$ cat src/rtl/spi_control_pkg.sv
// Package: offsets, field positions, reset values and engine states of the serial block
// Assumes: byte-wide register port, bus clock of 200 MHz
package spi_control_pkg;
    localparam int ADDR_W = 3;
    localparam logic [2:0] OFF_CTRL1 = 3'h0;
    localparam logic [2:0] OFF_CTRL2 = 3'h1;
    localparam logic [2:0] OFF_BAUD = 3'h2;
    localparam logic [2:0] OFF_STATUS = 3'h3;
    localparam logic [2:0] OFF_DATA = 3'h4;
    // Control one field positions
    localparam int C1_RXIE = 7;
    localparam int C1_EN = 6;
    localparam int C1_TXIE = 5;
    localparam int C1_MASTER_SELECT = 4;
    localparam int C1_CPOL = 3;
    localparam int C1_CPHA = 2;
    localparam int C1_SELECT_OUTPUT_ENABLE = 1;
    localparam int C1_LSBF = 0;
    // Control two field positions
    localparam int C2_FAULTEN = 4;
    localparam int C2_SWOE = 3;
    localparam int C2_SWAI = 1;
    localparam int C2_SWSEL = 0;
    localparam logic [7:0] C2_MASK = 8'h1B;
    // Bit rate fields
    localparam int BAUD_PRE_LSB = 4;
    localparam int BAUD_RATE_LSB = 0;
    localparam logic [7:0] BAUD_MASK = 8'h77;
    // Status field positions
    localparam int ST_RXFULL = 7;
    localparam int ST_TXEMPTY = 5;
    localparam int ST_MODE_FAULT_FLAG = 4;
    // Reset values
    localparam logic [7:0] CTRL1_RESET = 8'h04;
    localparam logic [7:0] CTRL2_RESET = 8'h00;
    localparam logic [7:0] BAUD_RESET = 8'h00;
    // Sixteen clock edges per byte
    localparam logic [3:0] EDGE_LAST = 4'hF;

    typedef enum logic [1:0] {
        ST_IDLE = 2'b00,
        ST_ACTIVE = 2'b01,
        ST_FINISH = 2'b11
    } engine_state_type;
endpackage : spi_control_pkg

$ cat src/rtl/rate_if.sv
// Interface: bit rate selection and half-period tick between engine and divider
// Assumes: one clock domain
`timescale 1ns/100ps
`default_nettype none
interface rate_if;
    logic [2:0] prescale;
    logic [2:0] rate;
    logic run;
    logic tick;
    modport gen (input prescale, input rate, input run, output tick);
    modport user (output prescale, output rate, output run, input tick);
endinterface : rate_if
`default_nettype wire

$ cat src/rtl/spi_rate_gen.sv
// Divider: one-cycle tick every half period of the master bit clock
// Assumes: run held high only while a master byte is in progress
`timescale 1ns/100ps
`default_nettype none
module spi_rate_gen
    import spi_control_pkg::*;
(
    input wire logic clk,
    input wire logic resetn,
    rate_if.gen rateBus
);
    logic [2:0] preCnt;
    logic [2:0] next_preCnt;
    logic [6:0] rateCnt;
    logic [6:0] next_rateCnt;
    logic tick;
    logic next_tick;
    logic [7:0] span;

    always_comb
    begin
        span = (8'h01 << rateBus.rate) - 8'h01;
        next_preCnt = preCnt;
        next_rateCnt = rateCnt;
        next_tick = 1'b0;
        if (!rateBus.run)
        begin
            next_preCnt = 3'h0;
            next_rateCnt = 7'h00;
        end
        else if (preCnt == rateBus.prescale)
        begin
            next_preCnt = 3'h0;
            if (rateCnt == span[6:0])
            begin
                next_rateCnt = 7'h00;
                next_tick = 1'b1;
            end
            else
            begin
                next_rateCnt = rateCnt + 7'h01;
            end
        end
        else
        begin
            next_preCnt = preCnt + 3'h1;
        end
    end

    always_ff @(posedge clk)
    begin
        if (!resetn)
        begin
            preCnt <= 3'h0;
            rateCnt <= 7'h00;
            tick <= 1'b0;
        end
        else
        begin
            preCnt <= next_preCnt;
            rateCnt <= next_rateCnt;
            tick <= next_tick;
        end
    end

    assign rateBus.tick = tick;
endmodule : spi_rate_gen
`default_nettype wire

$ cat src/rtl/spi_control_config.sv
// Top: registers, transfer engine and pin control of the byte-wide serial block
// Assumes: pin inputs synchronous to clk; outside logic resolves pins from the enables
//
// Function
// - Five byte registers: control one, control two, bit rate, status, data.
// - Receive-full or fault raises the interrupt when its enable is set.
// - Clearing enable aborts transfer, flushes buffers, returns engine to idle.
// - While disabled, receive-full reads zero and transmit-empty reads one.
// - Transmit-empty raises the interrupt when its enable is set.
// - Control one bit 4 selects slave at zero, master at one.
// - Polarity bit zero idles clock low, one idles it high.
// - Phase zero puts first edge mid-bit, phase one at bit start.
// - Bit 0 selects most significant first at zero, least at one.
// - As slave, select pin is always the active-low select input.
// - As master without fault enable, select pin is left to the port.
// - Master with fault enable: fault input, or automatic select output.
// - Control two bits 7, 6, 5 and 2 read as zero.
// - In single-wire mode bit 3 drives the shared pin, else input.
// - Without single-wire mode the output-enable bit has no effect.
// - Stop-in-wait bit freezes the transfer engine and bit clock while the processor waits.
// - Single-wire mode uses MISO as slave, MOSI as master.
// - Bit clock is bus clock over prescale 1..8 times divisor 2..256.
// - Master drives clock and MOSI, samples MISO; slave the reverse.
// - Receive-full sets at byte end, clears by status then data read.
// - Data writes count only after status read with transmit-empty set.
//
// Strobed register access and the placing of the registers were left to the implementer.
`timescale 1ns/100ps
`default_nettype none
module spi_control_config
    import spi_control_pkg::*;
(
    input wire logic clk,
    input wire logic resetn,
    input wire logic [ADDR_W-1:0] addr,
    input wire logic [7:0] writeData,
    input wire logic writeStrobe,
    input wire logic readStrobe,
    output logic [7:0] readData,
    output logic irq,
    input wire logic waitMode,
    input wire logic sckIn,
    output logic sckOut,
    output logic sckOe,
    input wire logic mosiIn,
    output logic mosiOut,
    output logic mosiOe,
    input wire logic misoIn,
    output logic misoOut,
    output logic misoOe,
    input wire logic selectIn,
    output logic selectOut,
    output logic selectOe
);
    logic [7:0] ctrl1, next_ctrl1;
    logic [7:0] ctrl2, next_ctrl2;
    logic [7:0] baud, next_baud;
    logic [7:0] txBuf, next_txBuf;
    logic [7:0] rxBuf, next_rxBuf;
    logic rxFull, next_rxFull;
    logic txEmpty, next_txEmpty;
    logic modeFault, next_modeFault;
    logic rxArm, next_rxArm;
    logic txArm, next_txArm;
    logic faultArm, next_faultArm;
    logic [7:0] next_readData;
    logic next_irq;
    engine_state_type state, next_state;
    logic [3:0] edgeCnt, next_edgeCnt;
    logic [7:0] txShift, next_txShift;
    logic [7:0] rxShift, next_rxShift;
    logic sckLevel, next_sckLevel;
    logic sckPrev;
    logic next_sckOut, next_sckOe, next_mosiOut, next_mosiOe;
    logic next_misoOut, next_misoOe, next_selectOut, next_selectOe;
    logic enable, master, cpol, cpha, lsbFirst, select_output_enable, faultEn, swOe, swSel;
    logic frozen, faultDetect, loadTx, finishing, edgeSeen, inBit, outBit;

    rate_if rateBus ();

    spi_rate_gen rateGen (
        .clk(clk),
        .resetn(resetn),
        .rateBus(rateBus)
    );

    // Shift by one place in the chosen direction, inserting bit b
    function automatic logic [7:0] shiftIn(input logic [7:0] v, input logic b, input logic lsb);
        shiftIn = lsb ? {b, v[7:1]} : {v[6:0], b};
    endfunction : shiftIn

    assign enable = ctrl1[C1_EN];
    assign master = ctrl1[C1_MASTER_SELECT];
    assign cpol = ctrl1[C1_CPOL];
    assign cpha = ctrl1[C1_CPHA];
    assign lsbFirst = ctrl1[C1_LSBF];
    assign select_output_enable = ctrl1[C1_SELECT_OUTPUT_ENABLE];
    assign faultEn = ctrl2[C2_FAULTEN];
    assign swOe = ctrl2[C2_SWOE];
    assign swSel = ctrl2[C2_SWSEL];
    assign frozen = ctrl2[C2_SWAI] && waitMode;
    assign faultDetect = enable && master && faultEn && !select_output_enable && !selectIn;
    assign outBit = lsbFirst ? next_txShift[0] : next_txShift[7];
    assign finishing = (state == ST_FINISH) && enable;
    assign rateBus.prescale = baud[BAUD_PRE_LSB +: 3];
    assign rateBus.rate = baud[BAUD_RATE_LSB +: 3];
    assign rateBus.run = enable && master && !frozen && (state == ST_ACTIVE);

    // Input source and edge source by role
    always_comb
    begin
        if (master)
        begin
            inBit = swSel ? mosiIn : misoIn;
            edgeSeen = rateBus.tick;
        end
        else
        begin
            inBit = swSel ? misoIn : mosiIn;
            edgeSeen = (sckIn != sckPrev) && !selectIn;
        end
    end

    // Register file and flags
    always_comb
    begin
        next_ctrl1 = ctrl1;
        next_ctrl2 = ctrl2;
        next_baud = baud;
        next_txBuf = txBuf;
        next_rxBuf = rxBuf;
        next_rxFull = rxFull;
        next_txEmpty = txEmpty;
        next_modeFault = modeFault;
        next_rxArm = rxArm;
        next_txArm = txArm;
        next_faultArm = faultArm;
        next_readData = 8'h00;
        if (readStrobe)
        begin
            case (addr)
                OFF_CTRL1: next_readData = ctrl1;
                OFF_CTRL2: next_readData = ctrl2 & C2_MASK;
                OFF_BAUD: next_readData = baud & BAUD_MASK;
                OFF_STATUS:
                begin
                    next_readData[ST_RXFULL] = rxFull;
                    next_readData[ST_TXEMPTY] = txEmpty;
                    next_readData[ST_MODE_FAULT_FLAG] = modeFault;
                    next_rxArm = rxFull;
                    next_txArm = txEmpty;
                    next_faultArm = modeFault;
                end
                OFF_DATA:
                begin
                    next_readData = rxBuf;
                    if (rxArm)
                    begin
                        next_rxFull = 1'b0;
                        next_rxArm = 1'b0;
                    end
                end
                default: next_readData = 8'h00;
            endcase
        end
        if (writeStrobe)
        begin
            case (addr)
                OFF_CTRL1:
                begin
                    next_ctrl1 = writeData;
                    if (faultArm)
                    begin
                        next_modeFault = 1'b0;
                        next_faultArm = 1'b0;
                    end
                end
                OFF_CTRL2: next_ctrl2 = writeData & C2_MASK;
                OFF_BAUD: next_baud = writeData & BAUD_MASK;
                OFF_DATA:
                begin
                    if (txArm && enable)
                    begin
                        next_txBuf = writeData;
                        next_txEmpty = 1'b0;
                        next_txArm = 1'b0;
                    end
                end
                default: next_baud = baud;
            endcase
        end
        // Hardware events win over software clears
        if (loadTx)
        begin
            next_txEmpty = 1'b1;
        end
        if (finishing)
        begin
            next_rxBuf = rxShift;
            next_rxFull = 1'b1;
        end
        if (faultDetect)
        begin
            next_modeFault = 1'b1;
            next_ctrl1[C1_MASTER_SELECT] = 1'b0;
        end
        if (!enable)
        begin
            next_rxFull = 1'b0;
            next_txEmpty = 1'b1;
            next_rxArm = 1'b0;
            next_txArm = 1'b0;
        end
        next_irq = (ctrl1[C1_RXIE] && (rxFull || modeFault)) || (ctrl1[C1_TXIE] && txEmpty);
    end

    always_ff @(posedge clk)
    begin
        if (!resetn)
        begin
            ctrl1 <= CTRL1_RESET;
            ctrl2 <= CTRL2_RESET;
            baud <= BAUD_RESET;
            txBuf <= 8'h00;
            rxBuf <= 8'h00;
            rxFull <= 1'b0;
            txEmpty <= 1'b1;
            modeFault <= 1'b0;
            rxArm <= 1'b0;
            txArm <= 1'b0;
            faultArm <= 1'b0;
            readData <= 8'h00;
            irq <= 1'b0;
        end
        else
        begin
            ctrl1 <= next_ctrl1;
            ctrl2 <= next_ctrl2;
            baud <= next_baud;
            txBuf <= next_txBuf;
            rxBuf <= next_rxBuf;
            rxFull <= next_rxFull;
            txEmpty <= next_txEmpty;
            modeFault <= next_modeFault;
            rxArm <= next_rxArm;
            txArm <= next_txArm;
            faultArm <= next_faultArm;
            readData <= next_readData;
            irq <= next_irq;
        end
    end

    // Transfer engine
    always_comb
    begin
        next_state = state;
        next_edgeCnt = edgeCnt;
        next_txShift = txShift;
        next_rxShift = rxShift;
        next_sckLevel = sckLevel;
        loadTx = 1'b0;
        if (!enable || faultDetect)
        begin
            next_state = ST_IDLE;
            next_edgeCnt = 4'h0;
            next_sckLevel = 1'b0;
        end
        else if (!frozen)
        begin
            case (state)
                ST_IDLE:
                begin
                    next_edgeCnt = 4'h0;
                    next_sckLevel = 1'b0;
                    if ((master && !txEmpty) || (!master && !selectIn))
                    begin
                        next_state = ST_ACTIVE;
                        loadTx = !txEmpty;
                        if (!txEmpty)
                        begin
                            next_txShift = txBuf;
                        end
                    end
                end
                ST_ACTIVE:
                begin
                    if (!master && selectIn)
                    begin
                        next_state = ST_IDLE;
                    end
                    else if (edgeSeen)
                    begin
                        next_sckLevel = !sckLevel;
                        if (edgeCnt[0] == cpha)
                        begin
                            next_rxShift = shiftIn(rxShift, inBit, lsbFirst);
                        end
                        else if (edgeCnt != 4'h0)
                        begin
                            next_txShift = shiftIn(txShift, 1'b0, lsbFirst);
                        end
                        next_edgeCnt = edgeCnt + 4'h1;
                        if (edgeCnt == EDGE_LAST)
                        begin
                            next_state = ST_FINISH;
                        end
                    end
                end
                ST_FINISH: next_state = ST_IDLE;
                default: next_state = ST_IDLE;
            endcase
        end
    end

    always_ff @(posedge clk)
    begin
        if (!resetn)
        begin
            state <= ST_IDLE;
            edgeCnt <= 4'h0;
            txShift <= 8'h00;
            rxShift <= 8'h00;
            sckLevel <= 1'b0;
            sckPrev <= 1'b0;
        end
        else
        begin
            state <= next_state;
            edgeCnt <= next_edgeCnt;
            txShift <= next_txShift;
            rxShift <= next_rxShift;
            sckLevel <= next_sckLevel;
            sckPrev <= sckIn;
        end
    end

    // Pin control from next values, so pin edges line up with sampling
    always_comb
    begin
        next_sckOe = enable && master;
        next_sckOut = next_sckOe && (next_sckLevel ^ cpol);
        next_mosiOut = 1'b0;
        next_mosiOe = 1'b0;
        next_misoOut = 1'b0;
        next_misoOe = 1'b0;
        next_selectOut = 1'b1;
        next_selectOe = 1'b0;
        if (enable && master)
        begin
            next_mosiOut = outBit;
            next_mosiOe = swSel ? swOe : 1'b1;
            if (faultEn && select_output_enable)
            begin
                next_selectOe = 1'b1;
                next_selectOut = (next_state == ST_IDLE);
            end
        end
        else if (enable && !selectIn)
        begin
            next_misoOut = outBit;
            next_misoOe = swSel ? swOe : 1'b1;
        end
    end

    always_ff @(posedge clk)
    begin
        if (!resetn)
        begin
            sckOut <= 1'b0;
            sckOe <= 1'b0;
            mosiOut <= 1'b0;
            mosiOe <= 1'b0;
            misoOut <= 1'b0;
            misoOe <= 1'b0;
            selectOut <= 1'b1;
            selectOe <= 1'b0;
        end
        else
        begin
            sckOut <= next_sckOut;
            sckOe <= next_sckOe;
            mosiOut <= next_mosiOut;
            mosiOe <= next_mosiOe;
            misoOut <= next_misoOut;
            misoOe <= next_misoOe;
            selectOut <= next_selectOut;
            selectOe <= next_selectOe;
        end
    end
endmodule : spi_control_config
`default_nettype wire

$ cat config.mk
export PLATFORM = sky130hd
export DESIGN_NAME = spi_control_config
export DESIGN_NICKNAME = d
export VERILOG_FILES = /design/src/rtl/spi_control_pkg.sv /design/src/rtl/rate_if.sv /design/src/rtl/spi_rate_gen.sv /design/src/rtl/spi_control_config.sv
export SDC_FILE = /design/constraint.sdc
export NUM_CORES = 1
export LEC_CHECK = 0
export BUFFER_PORTS_ARGS = -buffer_cell sky130_fd_sc_hd__buf_2
export CORE_ASPECT_RATIO = 0.9
export CORE_MARGIN = 2
export CORE_UTILIZATION = 58
export CTS_CLUSTER_DIAMETER = 50
export CTS_CLUSTER_SIZE = 12
export DETAILED_ROUTE_END_ITERATION = 8
export PLACE_DENSITY = 0.78
export SYNTH_ARGS = -nofsm -noshare
export SYNTH_HDL_FRONTEND = slang
export SYNTH_HIERARCHICAL = 1
export SYNTH_SLANG_ARGS = --single-unit
$ cat constraint.sdc
create_clock -name clk -period 6.61 [get_ports clk]
set_input_delay 0.9915 -clock clk [delete_from_list [all_inputs] [get_ports clk]]
set_output_delay 0.9915 -clock clk [all_outputs]
set_load 0.05 [all_outputs]
-- After elaboration in Yosys (flattened, before gate mapping)
Index checks and enable logic that the tools add are counted.
- register bits: 92
- input port bits: 20
- output and inout bits: 17
- logic and storage cells: 186
- $add $sub $neg: 4
- equality and inequality tests: 17
- shift operators: 1
- multiplexer cells: 62
- bitwise operators: 8
- reductions and logical operators: 62
- operator list (kind ; count):
    $mux 8 ; 10
    $mux 1 ; 34
    $logic_and 1x1->1 ; 18
    $pmux 4 s4 ; 1
    $pmux 8 s2 ; 1
    $reduce_and 2->1 ; 8
    $reduce_bool 2->1 ; 8
    $reduce_and 3->1 ; 5
    $mux 2 ; 6
    $ne 2x2->1 const B ; 5
    $pmux 2 s5 ; 1
    $reduce_and 9->1 ; 1
    $reduce_or 3->1 ; 3
    $mux 4 ; 2
    $pmux 4 s2 ; 1
    $add 7x1->7 const B ; 1
    $eq 7x7->1 ; 1
    $logic_not 1->1 ; 7
    $mux 7 ; 1
    $not 1->1 ; 7
    $shl 1x3->7 const A ; 1
    $sub 7x1->7 const B ; 1
    $eq 3x2->1 const B ; 2
    $pmux 1 s3 ; 2
    other kinds (21) ; 27

-- Logic depth before layout (Yosys ltp)
- word-level depth: 10
- gate-level depth with buffers: 9
- gate-level depth less buffers: 8

-- Hierarchy
The synthesis kept the hierarchy.
- by module, submodules not included (module ; times used ; cells an instance ; area each (sq um) ; sequential area each (sq um)):
    spi_control_config ; 1 ; 420 ; 3778.6 ; 1621.6
    spi_rate_gen ; 1 ; 87 ; 715.7 ; 220.2

-- Least setup slack after synthesis
OpenSTA, ideal clock, no wires.
- path kind: reg2reg
- start point: register baud[2]
- end point: register rateGen.rateCnt[2]
- setup time: 122 ps
- arrival: 2240 ps
- required time: 6488 ps
- path slack: 4248 ps
- stages on the path, launching flop included: 9
- path buffers: 1
- period minus slack after synthesis: 2362 ps
- path through: dfxtp_1 > buf_2 > or3_1 > ha_1 > xnor2_1 > mux2_1 > a211o_1 > and4bb_2 > nor3_1
- cells in the longest elaborated chain, start to end: 4
- ends and longest elaborated chain (item ; line ; RTL):
    start, declared ; spi_control_config.sv:57 ; logic [7:0] baud, next_baud;
    start signal, assigned ; spi_control_config.sv:239 ; baud <= next_baud;
    $shl 1x3->7 ; spi_rate_gen.sv:22 ; span = (8'h01 << rateBus.rate) - 8'h01;
    $sub 7x1->7 ; spi_rate_gen.sv:22 ;
    $eq 7x7->1 ; spi_rate_gen.sv:34 ; if (rateCnt == span[6:0])
    $mux 7 ; spi_rate_gen.sv:34 ;
    end signal, assigned ; spi_rate_gen.sv:61 ; rateCnt <= next_rateCnt;
    end, declared ; spi_rate_gen.sv:14 ; logic [6:0] rateCnt;
Every way passes these cells.
A chain may end at the register's enable or synchronous reset.

-- Final worst setup path
- start point: input port selectIn
- end point: register rxShift[7]
- cells in the longest elaborated chain, start to end: 5
- elaborated cells on any way between the ends: 9
- classes of those cells: mux (1); bitwise (2); reduce/logical (6)
- ends and longest elaborated chain (item ; line ; RTL):
    start, declared ; spi_control_config.sv:51 ; input wire logic selectIn,
    $logic_not 1->1 ; spi_control_config.sv:102, spi_control_config.sv:120 ;
    $logic_and 1x1->1 ; spi_control_config.sv:102 ; assign faultDetect = enable && master && faultEn && !select_output_enable && !selectIn;
    $logic_or 1x1->1 ; spi_control_config.sv:262 ; if (!enable || faultDetect)
    $not 1->1 (no line) ; n/a ;
    $reduce_and 6->1 (no line) * ; n/a ;
    end signal, assigned ; spi_control_config.sv:331 ; rxShift <= next_rxShift;
    end, declared ; spi_control_config.sv:71 ; logic [7:0] rxShift, next_rxShift;
Every way passes the cells marked *; elsewhere a longest branch is shown, timed or not.

==> flow_summary.json <==
{
  "num_rows": 30,
  "vdd_drop_max_mv": 0.101,
  "comb_power_share_pct": 6.0,
  "cts_tree": "done",
  "syn_area_um2": 4490,
  "max_freq_ghz": 0.372,
  "hold_depth": 2,
  "grt_max_degree": 48,
  "path_cells": "buf_2 > or2_1 > o31ai_4 > and3_1 > mux2i_1 > nor2_1",
  "powerDensity_nw_per_um2": 217,
  "vias": 3677,
  "relSlewSlack_pct": 33.9,
  "grt_setup_unrepaired": "false",
  "ys_warn_count": 6,
  "p_clk_share_pct": 40.7,
  "grtUsageTotal_pct": 25.0,
  "start_util_pct": 59.6,
  "yosys_register_bits": 92,
  "synth_cells": 507,
  "cts_setup_buffers": 0,
  "grt_overflow": 0,
  "ys_seq_area_share_pct": 41.0,
  "p_leak_nw": 1.73,
  "worstPathArrival_ns": 2.93,
  "critPathLaunchType": "input pin",
  "p_switching_mw": 0.250,
  "drt_pre_antenna_iters": 4,
  "end_kind": "flip-flop",
  "syn_avg_cell_area_um2": 8.86,
  "clk_pin_slew_ns": 0.09,
  "cts.sinks": 92,
  "dieArea_um2": 8470,
  "via_per_inst": 5.88,
  "wire_per_inst_um": 16.1,
  "synthArstFlopShare_pct": 0,
  "skew_ns": 0.00757,
  "critPathKind": "in2reg",
  "power_switching_share_pct": 23.7,
  "fin_setup_tns_ns": 0,
  "crit_path_max_incr_delay_ns": 0.72,
  "clock_path_buffers": 2,
  "design.core.area_um2": 7540,
  "grt_pass1_vias": 3451,
  "reg2reg_from": "baud[2]",
  "io_buffers": 36,
  "rr_worst_depth": 7,
  "seqCellArea_um2": 1840,
  "drive_above_1_share_pct": 15.9,
  "min_path_type": "reg2reg",
  "die_y_um": 87.5,
  "diodes": 0,
  "postRouteWirelength_um": 10100,
  "drc": 0,
  "cts.htree.levels": 3,
  "fill_cells": 635,
  "period_share_pct": 40.6,
  "antenna_found_initial": 0,
  "finish.net_count": 549,
  "clkLatencyLatePin_ns": 0.36,
  "grt_pass1_wl_um": 17000,
  "setup_violations": 0,
  "reg2reg_to": "rateGen/rateCnt[2]",
  "status": "complete, no violations",
  "multi_input_comb_area_um2": 2440,
  "place_hpwl_um": 7180,
  "internal_power_mw": 0.807,
  "slew_violations": 0,
  "cpMaxStageDelayCell": "and3_1",
  "required_ns": 6.85,
  "cts_made_buffers": 9,
  "total_power_mw": 1.06,
  "drtAntennaViolNets": 0,
  "regToRegSetupSlack_ns": 4.06,
  "power.share.sequential_pct": 53.3,
  "drt_iter0_drc": 229,
  "postCtsHoldBufs": 0,
  "synth_edf_count": 0,
  "yosysUniqueCellTypes": 70,
  "max_cap_violations": 0,
  "fin_crit_ns": 2.69,
  "syn_nets": 532,
  "cp_max_fo": 14,
  "die_width_um": 96.8,
  "cts_resized": 0,
  "cts_root_buffer": "clkbuf_8",
  "hp-start": "rxBuf[2]",
  "io_pins": 37,
  "synth-main-ff-cell": "dfxtp_1",
  "hold_violations": 0,
  "max_slew.worst_pin.slew_ns": 0.983,
  "gp_congestion": 0.833,
  "areaGrowthSynthToFinish_pct": 8.30,
  "worstHoldEndpoint": "rxBuf[2]"
}
state kept, by name, indices dropped and copies added, names as in the netlist, 2 cells and up:
signal,flops
ctrl2,4
rxBuf,8
rateGen/preCnt,3
edgeCnt,4
rxShift,8
readData,8
txBuf,8
rateGen/rateCnt,7
baud,6
state,2
ctrl1,8
txShift,8
worst max-delay path by stage:
| stage | start | endpoint | slack [ns] | cells past startpoint |
|---|---|---|---|---|
| 2_1_floorplan | baud[2] | rateGen/rateCnt[2] | 4.25 | 8 |
| 5_1_grt | selectIn | rxShift[0] | 3.83 | 6 |
| 3_5_place_dp | selectIn | rxShift[7] | 3.54 | 6 |
| 3_3_place_gp | selectIn | rxShift[0] | 3.63 | 6 |
| 4_1_cts | selectIn | rxShift[7] | 3.95 | 6 |
| 6_report | selectIn | rxShift[7] | 3.92 | 6 |
metrics by stage:
| step | std cells | hold WS (ns) | instance area (µm²) | util (%) | setup slack (ns) |
|---|---|---|---|---|---|
| after global placement | 609 | 0.445 | 4640 | 61.4 | 3.63 |
| after detailed placement | 609 | 0.450 | 4640 | 61.4 | 3.54 |
| after CTS | 625 | 0.463 | 4870 | 64.5 | 3.95 |
| final | 625 | 0.463 | 4870 | 64.5 | 3.92 |
| after global routing | 625 | 0.491 | 4870 | 64.5 | 3.83 |
| after floorplan | 507 | 0.429 | 4490 | - | 4.25 |
logic make-up after synthesis:
family | Yosys count | synth area share, %
AO/OA/AOI/OAI | 102 | 16.0
XOR/XNOR | 20 | 3.90
adder cells (fa/ha/maj) | 5 | 1.39
buffers and inverters | 42 | 4.62
flip-flops | 92 | 41.0
multiplexers | 45 | 10.6
AND/OR/NAND/NOR | 201 | 22.6
critical path, delay by kind of cell:
family	cells	cell delay, ns
buffers and inverters	1	0.13
and+or+nand+nor	3	1.03
muxes	1	0.26
AOI/OAI and AO/OA	1	0.50
layer usage:
layer | vias up | share of wire (%) | track usage, %
li1 | 1831 | - | -
met3 | 18 | 4.5 | 4.65
met5 | - | 0 | 0
met2 | 91 | 47 | 41.8
met1 | 1737 | 46 | 33.3
met4 | 0 | 1.7 | 7.81
cell type report:
cell class	instances	share of cell area [%]
multi-input combinational	373	50.2
tap	96	2.47
inverter	11	0.848
sequential	92	37.8
clock inverter	6	1.93
clock buffer	10	2.83
timing repair buffer	37	3.86
layout by cell type (no fill, tap or decap), drive strengths merged, types with 9 or more instances in the layout:
master | netlist | layout
xnor2 | 16 | 16
nor3 | 18 | 18
nand3 | 19 | 19
nor2 | 62 | 62
a21oi | 35 | 35
inv | 11 | 13
mux2 | 9 | 9
nand2 | 60 | 60
and3 | 9 | 9
clkbuf | 13 | 10
buf | 18 | 37
dfxtp | 92 | 92
mux2i | 35 | 35
o21ai | 17 | 17
synthesized netlist by cell type, drive strengths merged (8+ instances only):
cell type   n  area share (%)
clkbuf     13             1.1
buf        18             2.6
a21oi      35             4.0
nand2      60             5.0
dfxtp      92              41
xnor2      16             3.1
a32oi       8             1.6
o21ai      17             1.9
nand3      19             2.1
nor3       18             2.1
mux2        9             2.3
nor2       62             5.8
inv        11            0.92
and3        9             1.3
mux2i      35             7.8
power by group through the flow:
stage / Combinational [mW] / Sequential (mW) / Clock [mW]
2_1_floorplan: 0.0458 / 0.574 / 0
3_3_place_gp: 0.0616 / 0.576 / 0
3_5_place_dp: 0.0625 / 0.576 / 0
4_1_cts: 0.0629 / 0.563 / 0.438
5_1_grt: 0.0703 / 0.564 / 0.460
6_report: 0.0637 / 0.563 / 0.430
Note: power is estimated with default switching activity, not from simulation.
